--- config.mk ---
export PLATFORM = sky130hd
export DESIGN_NAME = sbp_guard
export DESIGN_NICKNAME = d
export VERILOG_FILES = /design/src/verilog/sbp_pkg.sv /design/src/verilog/sbp_guard.sv /design/src/verilog/sbp_timer.sv
export VERILOG_INCLUDE_DIRS = /design/src /design/src/verilog
export SDC_FILE = /design/constraint.sdc
export NUM_CORES = 2
export LEC_CHECK = 0
export BUFFER_PORTS_ARGS = -buffer_cell sky130_fd_sc_hd__buf_2
export CAP_MARGIN = 20
export CORE_MARGIN = 2
export CORE_UTILIZATION = 39
export DETAILED_ROUTE_END_ITERATION = 10
export GPL_TIMING_DRIVEN = 0
export SETUP_SLACK_MARGIN = 0.15
export SLEW_MARGIN = 10
export SYNTH_ARGS = -nofsm -noshare
export SYNTH_HDL_FRONTEND = slang
export SYNTH_SLANG_ARGS = --single-unit
--- constraint.sdc ---
create_clock -name CLOCK -period 5.5 [get_ports CLOCK]
set_input_delay 0.275 -clock CLOCK [delete_from_list [all_inputs] [get_ports CLOCK]]
set_output_delay 0.275 -clock CLOCK [all_outputs]
set_load 0.005 [all_outputs]
--- src/verilog/sbp_map.svh ---
// constants for the block guard logic: geometry, command codes, register offsets, timing
// assumes inclusion by the package and by the design modules
`ifndef SBP_MAP_SVH
`define SBP_MAP_SVH
// geometry: 256 KB blocks of 4 KB sectors, top address 3ff_ffff
`define SBP_NUM_BLOCKS 256
`define SBP_BLOCK_LSB 18
`define SBP_ADDR_W 26
`define SBP_TOP_ADDR 26'h3ffffff
// apb register byte offsets
`define SBP_OFF_CMD 12'h000
`define SBP_OFF_ADDR 12'h004
`define SBP_OFF_STATUS 12'h008
`define SBP_OFF_RDATA 12'h00c
`define SBP_OFF_MODE 12'h010
`define SBP_OFF_IRQ_STAT 12'h014
`define SBP_OFF_IRQ_MASK 12'h018
`define SBP_OFF_BLOCK_OK 12'h01c
// command codes written to the command register
`define SBP_CMD_NV_PROG 8'h01
`define SBP_CMD_NV_ERASE 8'h02
`define SBP_CMD_NV_READ 8'h03
`define SBP_CMD_VOL_WRITE 8'h04
`define SBP_CMD_FREEZE 8'h05
`define SBP_CMD_UNLOCK 8'h06
`define SBP_CMD_SOFT_RESET 8'h07
// status bit positions
`define SBP_ST_BUSY 0
`define SBP_ST_FAIL 1
`define SBP_ST_FREEZE 2
`define SBP_ST_ARRAY_BLOCKED 3
// interrupt event bit positions
`define SBP_EV_DONE 0
`define SBP_EV_FAIL 1
`define SBP_EV_W 2
// operation times in microseconds at a 20 MHz clock
`define SBP_CLK_MHZ 20
`define SBP_PROG_US 400
`define SBP_ERASE_US 1000
`define SBP_PROG_CYC (`SBP_PROG_US * `SBP_CLK_MHZ)
`define SBP_ERASE_CYC (`SBP_ERASE_US * `SBP_CLK_MHZ)
`endif

--- src/verilog/sbp_pkg.sv ---
// types for the block guard logic
// assumes sbp_map.svh beside it
`include "sbp_map.svh"
package sbp_pkg;
  // one-hot engine states
  typedef enum logic [3:0] {
    SBP_IDLE = 4'b0001,
    SBP_PROG = 4'b0010,
    SBP_ERASE = 4'b0100,
    SBP_DONE = 4'b1000
  } sbp_state_t;
endpackage

--- src/verilog/sbp_guard.sv ---
// per-block write guard: non-volatile and volatile guard bits plus the freeze bit
// assumes an apb master on CLOCK; the hardware reset pin comes from outside and is synced
// Operation
// - one non-volatile bit per block, group erase
// - program drives 0, erase all to 1
// - array reads refused while programming
// - progress visible in status while busy
// - delivered state: all non-volatile bits 1
// - volatile write sets 0 or 1, repeatable
// - writable only when both bits 1
// - freeze 0 rejects program and erase
// - persistent mode: freeze 1 at reset, unsettable
// - password mode: freeze 0, unlock sets it
// - 256 KB blocks, indices 0 to 255
// - erase takes no address, no single erase
// - read returns addressed non-volatile bit
// - volatile bits unprotected after any reset
//
// The implementer's own choices: register access over APB and the register offsets.
`timescale 1ns/10ps
// offsets, command codes and timing counts
`include "sbp_map.svh"
module sbp_guard import sbp_pkg::*; #(
  parameter int NBLK = `SBP_NUM_BLOCKS,
  parameter int PROG_CYC = `SBP_PROG_CYC,
  parameter int ERASE_CYC = `SBP_ERASE_CYC
) (
  input wire logic CLOCK, // 20 MHz system clock
  input wire logic RESET, // synchronous reset, high (power-up)
  input wire logic HW_RESET_N, // hardware reset pin, low, asynchronous to CLOCK
  input wire logic PSEL, // apb select
  input wire logic PENABLE, // apb access phase
  input wire logic PWRITE, // apb direction
  input wire logic [11:0] PADDR, // apb byte address
  input wire logic [31:0] PWDATA, // apb write data
  output logic [31:0] PRDATA, // apb read data
  output logic PREADY, // apb ready
  output logic PSLVERR, // apb error
  input wire logic [`SBP_ADDR_W-1:0] ARRAY_ADDR, // address of an array access
  input wire logic ARRAY_RD, // array read request
  input wire logic ARRAY_WR, // array program/erase request
  output logic ARRAY_RD_OK, // read accepted
  output logic ARRAY_WR_OK, // write allowed to addressed block
  output logic IRQ // level interrupt
);
  localparam int BW = $clog2(NBLK);
  localparam int TW = $clog2(ERASE_CYC + 1);
  // ******************************************
  // helpers
  // ******************************************
  // block index of a byte address
  // 256 KB blocks, index from address
  function automatic logic [BW-1:0] blk_of(input logic [`SBP_ADDR_W-1:0] a);
    blk_of = a[`SBP_BLOCK_LSB +: BW];
  endfunction
  // ******************************************
  // reset pin synchroniser
  // ******************************************
  logic hwr_meta; // first stage, read only by hwr_sync
  logic hwr_sync; // second stage, low while pin asserted
  logic hwr_prev; // delayed copy for edge detection
  logic hw_reset; // one-cycle pulse on pin assertion
  always_ff @(posedge CLOCK) begin
    if (RESET) begin
      hwr_meta <= 1'b1;
      hwr_sync <= 1'b1;
      hwr_prev <= 1'b1;
    end else begin
      hwr_meta <= HW_RESET_N;
      hwr_sync <= hwr_meta;
      hwr_prev <= hwr_sync;
    end
  end
  assign hw_reset = hwr_prev & ~hwr_sync;
  // ******************************************
  // state
  // ******************************************
  sbp_state_t state, next_state; // engine state
  logic [NBLK-1:0] nv_bits, next_nv_bits; // non-volatile guard bits, 1 = open
  logic [NBLK-1:0] vol_bits, next_vol_bits; // volatile guard bits, 1 = open
  logic freeze, next_freeze; // guard_freeze_bit, 1 = changeable
  logic pw_mode, next_pw_mode; // 1 = password mode
  logic [BW-1:0] op_blk, next_op_blk; // block under program
  logic [`SBP_ADDR_W-1:0] addr_reg, next_addr_reg; // address register
  logic fail, next_fail; // last command failed
  logic rbit, next_rbit; // last read guard bit
  logic [`SBP_EV_W-1:0] irq_stat, next_irq_stat; // sticky events
  logic [`SBP_EV_W-1:0] irq_mask, next_irq_mask; // event enables
  logic [31:0] next_prdata;
  logic next_pready, next_pslverr, next_irq, next_rd_ok, next_wr_ok;
  logic tmr_load; // start the operation timer
  logic [TW-1:0] tmr_cycles; // its length
  logic tmr_done; // timer expired
  logic busy; // operation in progress
  assign busy = (state == SBP_PROG) || (state == SBP_ERASE);
  sbp_timer #(.W(TW)) u_timer (
    .CLOCK(CLOCK),
    .RESET(RESET),
    .load(tmr_load),
    .cycles(tmr_cycles),
    .expire(tmr_done)
  );
  // ******************************************
  // next values
  // ******************************************
  // apb access, command engine, reset effects; one-cycle apb wait keeps outputs registered
  always_comb begin
    logic wr_acc, rd_acc;
    logic [`SBP_EV_W-1:0] ev;
    logic [7:0] cmd;
    wr_acc = PSEL & PENABLE & PWRITE & ~PREADY;
    rd_acc = PSEL & PENABLE & ~PWRITE & ~PREADY;
    ev = '0;
    cmd = PWDATA[7:0];
    next_state = state;
    next_nv_bits = nv_bits;
    next_vol_bits = vol_bits;
    next_freeze = freeze;
    next_pw_mode = pw_mode;
    next_op_blk = op_blk;
    next_addr_reg = addr_reg;
    next_fail = fail;
    next_rbit = rbit;
    next_irq_mask = irq_mask;
    next_prdata = PRDATA;
    next_pready = PSEL & PENABLE & ~PREADY;
    next_pslverr = 1'b0;
    tmr_load = 1'b0;
    tmr_cycles = '0;
    // engine progress
    case (state)
      SBP_IDLE: begin
      end
      SBP_PROG: begin
        if (tmr_done) begin
          next_nv_bits[op_blk] = 1'b0;
          next_state = SBP_DONE;
        end
      end
      SBP_ERASE: begin
        if (tmr_done) begin
          next_nv_bits = '1;
          next_state = SBP_DONE;
        end
      end
      SBP_DONE: begin
        ev[`SBP_EV_DONE] = 1'b1;
        next_state = SBP_IDLE;
      end
      default: next_state = SBP_IDLE;
    endcase
    if (wr_acc) begin
      case (PADDR)
        `SBP_OFF_ADDR: next_addr_reg = PWDATA[`SBP_ADDR_W-1:0];
        `SBP_OFF_MODE: next_pw_mode = PWDATA[0];
        `SBP_OFF_IRQ_MASK: next_irq_mask = PWDATA[`SBP_EV_W-1:0];
        `SBP_OFF_IRQ_STAT: begin
        end
        `SBP_OFF_CMD: begin
          if (busy) begin
            // commands during an operation are refused
            next_pslverr = 1'b1;
          end else begin
            next_fail = 1'b0;
            case (cmd)
              `SBP_CMD_NV_PROG, `SBP_CMD_NV_ERASE: begin
                if (!freeze) begin
                  next_fail = 1'b1;
                  ev[`SBP_EV_FAIL] = 1'b1;
                end else if (cmd == `SBP_CMD_NV_PROG) begin
                  next_op_blk = blk_of(addr_reg);
                  next_state = SBP_PROG;
                  tmr_load = 1'b1;
                  tmr_cycles = TW'(PROG_CYC);
                end else begin
                  next_state = SBP_ERASE;
                  tmr_load = 1'b1;
                  tmr_cycles = TW'(ERASE_CYC);
                end
              end
              `SBP_CMD_NV_READ: begin
                next_rbit = nv_bits[blk_of(addr_reg)];
              end
              `SBP_CMD_VOL_WRITE: begin
                // volatile bit takes 0 or 1
                next_vol_bits[blk_of(addr_reg)] = PWDATA[8];
              end
              `SBP_CMD_FREEZE: next_freeze = 1'b0;
              `SBP_CMD_UNLOCK: begin
                // only unlock sets freeze bit in password mode
                if (pw_mode) begin
                  next_freeze = 1'b1;
                end else begin
                  // no command sets it in persistent mode
                  next_fail = 1'b1;
                  ev[`SBP_EV_FAIL] = 1'b1;
                end
              end
              `SBP_CMD_SOFT_RESET: begin
                // volatile bits open after soft reset
                next_vol_bits = '1;
              end
              default: next_pslverr = 1'b1;
            endcase
          end
        end
        default: next_pslverr = 1'b1;
      endcase
    end
    if (rd_acc) begin
      case (PADDR)
        `SBP_OFF_ADDR: next_prdata = 32'(addr_reg);
        `SBP_OFF_STATUS: next_prdata = 32'({busy & (state == SBP_PROG), freeze, fail, busy});
        `SBP_OFF_RDATA: next_prdata = {31'h0, rbit};
        `SBP_OFF_MODE: next_prdata = {31'h0, pw_mode};
        `SBP_OFF_IRQ_STAT: next_prdata = 32'(irq_stat);
        `SBP_OFF_IRQ_MASK: next_prdata = 32'(irq_mask);
        `SBP_OFF_BLOCK_OK: begin
          next_prdata = {31'h0, nv_bits[blk_of(addr_reg)] & vol_bits[blk_of(addr_reg)]};
        end
        `SBP_OFF_CMD: next_prdata = 32'h0;
        default: begin
          next_prdata = 32'h0;
          next_pslverr = 1'b1;
        end
      endcase
    end
    // sticky events: set wins over write-one-to-clear
    next_irq_stat = irq_stat;
    if (wr_acc && PADDR == `SBP_OFF_IRQ_STAT) begin
      next_irq_stat = irq_stat & ~PWDATA[`SBP_EV_W-1:0];
    end
    next_irq_stat = next_irq_stat | ev;
    next_irq = |(next_irq_stat & next_irq_mask);
    // hardware reset pin: freeze to mode default, volatile bits open, operation aborted
    if (hw_reset) begin
      next_freeze = ~pw_mode;
      // volatile bits open after hardware reset
      next_vol_bits = '1;
      next_state = SBP_IDLE;
    end
    // no array reads during guard programming
    next_rd_ok = ARRAY_RD & (next_state != SBP_PROG) & (state != SBP_PROG);
    // writable only when both guard bits open
    next_wr_ok = ARRAY_WR & ~busy & (ARRAY_ADDR <= `SBP_TOP_ADDR)
               & nv_bits[blk_of(ARRAY_ADDR)] & vol_bits[blk_of(ARRAY_ADDR)];
  end
  // ******************************************
  // registers
  // ******************************************
  // power-up reset: mode defaults to persistent, so freeze starts at 1
  always_ff @(posedge CLOCK) begin
    if (RESET) begin
      state <= SBP_IDLE;
      // delivered state all non-volatile bits open
      nv_bits <= '1;
      // volatile bits open after power cycle
      vol_bits <= '1;
      freeze <= 1'b1;
      pw_mode <= 1'b0;
      op_blk <= '0;
      addr_reg <= '0;
      fail <= 1'b0;
      rbit <= 1'b1;
      irq_stat <= '0;
      irq_mask <= '0;
      PRDATA <= 32'h0;
      PREADY <= 1'b0;
      PSLVERR <= 1'b0;
      IRQ <= 1'b0;
      ARRAY_RD_OK <= 1'b0;
      ARRAY_WR_OK <= 1'b0;
    end else begin
      state <= next_state;
      nv_bits <= next_nv_bits;
      vol_bits <= next_vol_bits;
      freeze <= next_freeze;
      pw_mode <= next_pw_mode;
      op_blk <= next_op_blk;
      addr_reg <= next_addr_reg;
      fail <= next_fail;
      rbit <= next_rbit;
      irq_stat <= next_irq_stat;
      irq_mask <= next_irq_mask;
      PRDATA <= next_prdata;
      PREADY <= next_pready;
      PSLVERR <= next_pslverr;
      IRQ <= next_irq;
      ARRAY_RD_OK <= next_rd_ok;
      ARRAY_WR_OK <= next_wr_ok;
    end
  end
endmodule

--- src/verilog/sbp_timer.sv ---
// down counter that times a non-volatile guard operation
// assumes the same clock and synchronous reset as its parent
`timescale 1ns/10ps
module sbp_timer #(
  parameter int W = 16
) (
  input wire logic CLOCK, // system clock
  input wire logic RESET, // synchronous reset, high
  input wire logic load, // one-cycle start pulse
  input wire logic [W-1:0] cycles, // length of the wait
  output logic expire // one-cycle pulse at the end
);
  logic [W-1:0] count; // cycles left
  logic running; // count in progress
  logic [W-1:0] next_count;
  logic next_running;
  logic next_expire;
  // count down to one, then pulse
  always_comb begin
    next_count = count;
    next_running = running;
    next_expire = 1'b0;
    if (load) begin
      next_count = cycles;
      next_running = 1'b1;
    end else if (running) begin
      if (count <= {{(W-1){1'b0}}, 1'b1}) begin
        next_running = 1'b0;
        next_expire = 1'b1;
      end else begin
        next_count = count - {{(W-1){1'b0}}, 1'b1};
      end
    end
  end
  // register the counter
  always_ff @(posedge CLOCK) begin
    if (RESET) begin
      count <= '0;
      running <= 1'b0;
      expire <= 1'b0;
    end else begin
      count <= next_count;
      running <= next_running;
      expire <= next_expire;
    end
  end
endmodule
# ---- Word-level counts from Yosys, hierarchy flattened
# Cells that the tools add are included.
dict set report op_classes {
  n_addsub 1
  magnitude_cmp 7
  eq_ne 25
  muxes 67
  bitwise 27
  n_reduce_logical 28
}
# op n
set ops {}
lappend ops {{$pmux 256 s2} 2}
lappend ops {{$mux 256} 2}
lappend ops {{$and 256x256->256} 1}
lappend ops {{$bwmux 256} 1}
lappend ops {{$not 256->256} 1}
lappend ops {{$pmux 26 s7} 1}
lappend ops {{$mux 15} 9}
lappend ops {{$eq 12x5->1 const B} 4}
lappend ops {{$bmux 1 s8} 4}
lappend ops {{$eq 8x3->1 const B} 4}
lappend ops {{$mux 1} 31}
lappend ops {{$mux 4} 7}
lappend ops {{$lt 8x9->1 const B} 3}
lappend ops {{$le 26x26->1 const B} 1}
lappend ops {{$eq 12x4->1 const B} 2}
lappend ops {{$demux 1 s8} 2}
lappend ops {{$eq 8x2->1 const B} 2}
lappend ops {{$ge 8x1->1 const B} 2}
lappend ops {{$and 1x1->1} 15}
lappend ops {{$le 15x1->1 const B} 1}
lappend ops {{$sub 15x1->15 const B} 1}
lappend ops {{$eq 12x3->1 const B} 1}
lappend ops {{$logic_not 12->1} 1}
lappend ops {{$reduce_bool 2->1} 5}
lappend ops {{other kinds (30)} 52}
dict set report word_totals {
  reg_bits 615
  inputBits 78
  out_inout_bits 37
}

# ---- Logic depth before layout (Yosys ltp)
dict set report depth {
  depth_word 12
  depth_mapped 12
}

# ---- Hierarchy
# A second synthesis with hierarchy kept.
dict set report unflattened {
  hier_cells 3782
  hier_area_um2 30432.9
}
# module n_inst cells_per_inst area_each_um2
set modules_own_cells {}
lappend modules_own_cells {sbp_guard 1 3653 29334.4}
lappend modules_own_cells {sbp_timer 1 129 1098.6}

# ---- Worst setup path before layout
# No wires, ideal clock.
dict set report synth_path {
  path_type {register to register}
  startpoint {reg addr_reg[18]}
  endpoint {reg PRDATA[0]}
  arrival_time_ns 2.590
  required_time_ns 5.343
  path_slack_ns 2.753
  stages_incl_launch_ff 9
  n_path_buf 2
  synth_period_minus_slack_ns 2.747
  path_cell_list {dfxtp_1 -> buf_6 -> buf_6 -> mux4_2 -> mux4_2 -> a22o_1 -> or4_1 -> o211ai_1 -> a221oi_2}
}
dict set report synth_between {
  elab_chain_len 4
  word_cells_on_any_way 6
}
# item line_no
set synth_rtl {}
lappend synth_rtl {{from (decl)} sbp_guard.sv:84} ;# logic [`SBP_ADDR_W-1:0] addr_reg, next_addr_reg;
lappend synth_rtl {{from (signal assigned)} sbp_guard.sv:280} ;# addr_reg <= next_addr_reg;
lappend synth_rtl {{$bmux 1 s8} sbp_guard.sv:219} ;# next_prdata = {31'h0, nv_bits[blk_of(addr_reg)] & vol_bits[blk_of(addr_reg)]};
lappend synth_rtl {{$mux 1 (implied by the code)} sbp_guard.sv:219}
lappend synth_rtl {{$and 1x1->1 (*)} sbp_guard.sv:219}
lappend synth_rtl {{$pmux 26 s7 (*)} sbp_guard.sv:211} ;# case (PADDR)
lappend synth_rtl {{to (signal assigned)} sbp_guard.sv:285} ;# PRDATA <= next_prdata;
lappend synth_rtl {{to (decl)} sbp_guard.sv:36} ;# output logic [31:0] PRDATA,
# Mark *: on every way between the ends. The rest lies on a longest branch, timed or not. The select of a mux whose other input is x is not followed.
# A chain may end at the register's enable or synchronous reset.

# ---- Worst setup path after layout
dict set report layout_path {
  startpoint {reg addr_reg[19]}
  endpoint {reg PRDATA[0]}
}
# The elaborated chain is that of the path after synthesis.

==> metrics.yaml <==
status:
  run_status: "complete, but fails checks"
  violations_in_the_final_reports: "setup timing"
finish:
  multi_input_area_sq_mm: 0.0164
  most-common-layout-cells: "629 x sky130_fd_sc_hd__o21ai_0, 609 x sky130_fd_sc_hd__dfxtp_1, 539 x sky130_fd_sc_hd__nand2_1, 335 x sky130_fd_sc_hd__a21oi_1, 285 x sky130_fd_sc_hd__clkbuf_1"
  layout.area.seq_sq_mm: 0.0122
  syn2layout_area_growth_pct: 16.1
  fillCellCount: 7663
  finalNonFillerCells: 4836
  layout.cell_area.non_filler_sq_mm: 0.0351
  final_common_cell: "sky130_fd_sc_hd__o21ai_0"
  top_regs: "nv_bits x256, vol_bits x256"
  drive_gt1_share_pct: 13.1
  num-nets-final: 3809
timing:
  worst_clock_skew_ns: 0.0288
  setup_slack_of_the_critical_path_after_layout_ns: -0.175
  fin_crit_ns: 5.68
  unrepaired_setup_endpoints_after_global_routing: "false"
  finalCritPeriodShare_pct: 103
  final_hold_viol_count: 0
  slew_headroom_pct: 6.28
  finalMaxSlewViolations: 0
  worst_slew_pin_slew_ns: 1.41
  fmaxAchievable_ghz: 0.176
  count_of_final_setup_violators: 2
  fin_setup_tns_ns: -0.321
  hold-worst-slack_ns: 0.0216
power:
  worst_ir_drop_vdd_mv: 0.227
  static-leakage-power_nw: 12.1
  power-per-cell-area_mw_per_mm2: 283
synth:
  synth-simple-area-share_pct: 14.8
  synth_top_area_cell: "sky130_fd_sc_hd__dfxtp_1"
  post_synth.cell_area_avg_sq_um: 8.60
  post_synthesis_share_of_cell_area_spent_on_full_adders_half_adders_and_majority_gates_pct: 0.0828
  synthXorXnorAreaFrac_pct: 0.377
  yosys_warnings: 0
  synth_cell_type_count: 68
  yosys.area.top_type_share_pct: 40.4
  synth-async-reset-ratio_pct: 0
  synthesis.area_sq_mm: 0.0302
  synthTopCellsByArea: "sky130_fd_sc_hd__dfxtp_1 40%, sky130_fd_sc_hd__mux4_2 11%, sky130_fd_sc_hd__o21ai_0 10%"
  synthMuxAreaShare_pct: 14.4
  synth_compound_area_share_pct: 24.6
  postSynthCellCount: 3513
  synth_seq_cells: 609
  synth_seq_area_share_pct: 40.4
  synth_top_family_by_area: "compound AO/OA/AOI/OAI gates"
  number_of_enable_flip_flop_cells_after_synthesis: 0
  yosys_most_used_dff: "sky130_fd_sc_hd__dfxtp_1"
place:
  placed_cell_area_sq_mm: 0.0323
  port-buffer-count: 77
  pre_cts_ws_ns: 0.476
  finalWeightedCongestion: 1.07
  post-place-cells: 4660
  place.detailed.hpwl_mm: 108
clock_network:
  clock-sinks: 609
  root_cell_of_the_clock_tree: "sky130_fd_sc_hd__clkbuf_16"
  number_of_levels_in_the_clock_h_tree: 3
  cts_post_setup_buffers_inserted: 0
  cts_resized: 0
  clk_pin_slew_ns: 0.06
  tritoncts.num_buffers: 71
  cts-root-to-sink-buffers: 3
  cts_tree: "yes"
  clock_insertion_delay_worst_skew_ns: 0.66
worst_hold_path:
  hold_class: "primary input to flop"
  hold-path-cell-count: 4
job:
  max_cap_viol_count: 0
detailed_routing:
  final_antenna_net_count: 0
  detail_route.drc_violations: 0
  drt-wirelength-per-cell_um: 32.9
  vias_per_cell: 6.71
  routed-via-count: 32400
  iteration_0_drc_markers: 5684
  drt_wl_total_mm: 159
  drt_pre_antenna_iters: 9
floorplanning:
  rows: 102
  fp.dieH_um: 282
  start_util_pct: 39.2
  die-width_um: 282
  io-pin-count: 115
  floorplan.core_area_sq_mm: 0.0771
  die-area_sq_mm: 0.0797
critical_path:
  critical-path-top-cell-by-count: "sky130_fd_sc_hd__buf_2"
  r2r.worst_path.cells: 11
  critical_path_arrival_ns: 6.24
  critPathLaunchType: "flop"
  slowest_stage: "sky130_fd_sc_hd__o31ai_1"
  crit_chain: "buf_2, buf_2, buf_4, buf_2, mux4_2, o22ai_1, a211oi_1, a211oi_1, o31ai_1, o211ai_1, a221oi_2"
  worstSetupPathType: "flop to flop"
  cp_data_required_time_ns: 6.06
  worst-path-max-fanout: 10
  critical_path.endpoint_type: "flop"
  slowest_delay_ns: 1.13
global_route:
  grt_antenna_before_repair: 11
  vias_in_the_first_global_route: 29200
  grt_max_degree: 14
  globalRoute.totalOverflow: 0
  grt_first_pass_wirelength_mm: 219
  grtUsageTotal_pct: 38.9
==> repair_timing <==
action | 4_1_cts | 5_1_grt
hold endpoints to repair | 26 | 0
setup endpoints to repair | 0 | 0
hold buffers | 27 | 0
==> final timing paths <==
kind                                   start        end  slack (ns)
worst max-delay path            addr_reg[19]  PRDATA[0]       -0.18
worst min-delay path                PADDR[4]    PSLVERR        0.02
worst max register to register  addr_reg[19]  PRDATA[0]       -0.18
worst min register to register      hwr_meta   hwr_sync        0.42
==> cells by family after synthesis <==
kind of cell    count (synthesis)
buf+inv                       373
xor+xnor                       13
other cells                     1
mux                           241
simple gates                  960
compound gates               1314
flops                         609
fa+ha+maj                       2
==> where the power goes <==
group / total, mW / internal (mW) / switching [mW] / leakage, nW
sequential: 4.41 / 4.41 / 0.000668 / 4.93
combinational: 0.455 / 0.142 / 0.313 / 5.97
clock: 5.06 / 2.99 / 2.07 / 1.19
==> per-stage QoR <==
stage | util, % | power (mW)
2_1_floorplan | - | 4.74
3_3_place_gp | 41.4 | 4.91
3_5_place_dp | 41.9 | 4.92
4_1_cts | 45.3 | 9.86
5_1_grt | 45.5 | 10.1
6_report | 45.5 | 9.93
==> worst max-delay path, delay by kind of cell, from the launching register on <==
family	cells	cell delay, ns
AO/OA/AOI/OAI	6	2.51
buffers and inverters	4	2.18
flip-flops	1	0.47
multiplexers	1	0.38
==> cell usage after synthesis (9+ instances only) <==
cell type                  count
sky130_fd_sc_hd__buf_6        16
sky130_fd_sc_hd__nor2b_1      21
sky130_fd_sc_hd__nand2b_1     15
sky130_fd_sc_hd__mux2i_1      84
sky130_fd_sc_hd__nand2_4      12
sky130_fd_sc_hd__buf_4        17
sky130_fd_sc_hd__a21oi_1     335
sky130_fd_sc_hd__o21ai_1      14
sky130_fd_sc_hd__nand4_1      15
sky130_fd_sc_hd__dfxtp_1     609
sky130_fd_sc_hd__o211ai_1    269
sky130_fd_sc_hd__nor3_1       19
sky130_fd_sc_hd__nand2_1     539
sky130_fd_sc_hd__clkbuf_1    278
sky130_fd_sc_hd__o21ai_0     629
sky130_fd_sc_hd__mux4_2      154
sky130_fd_sc_hd__nor2_1       65
sky130_fd_sc_hd__nand3_1     197
sky130_fd_sc_hd__buf_1        17
sky130_fd_sc_hd__nor4_1        9
sky130_fd_sc_hd__a211oi_1     17
sky130_fd_sc_hd__a22oi_1      23
sky130_fd_sc_hd__buf_2        36
==> final cells by class <==
| cell class | count | area share (%) |
|---|---|---|
| clock buffer | 100 | 5.87 |
| sequential | 609 | 34.8 |
| tap | 1040 | 3.71 |
| multi-input combinational | 2536 | 46.8 |
| timing repair buffer | 138 | 3.05 |
| antenna | 15 | 0.107 |
| clock inverter | 25 | 1.03 |
| buffer | 365 | 4.60 |
| inverter | 8 | 0.0856 |
==> layer usage <==
metal / routed length [um] / track usage [%]
met1: 57900 / 48.3
met2: 63900 / 54.0
met3: 23300 / 15.7
met4: 13300 / 28.2
met5: 362 / 2.75
Note: power is estimated with default switching activity, not from simulation.
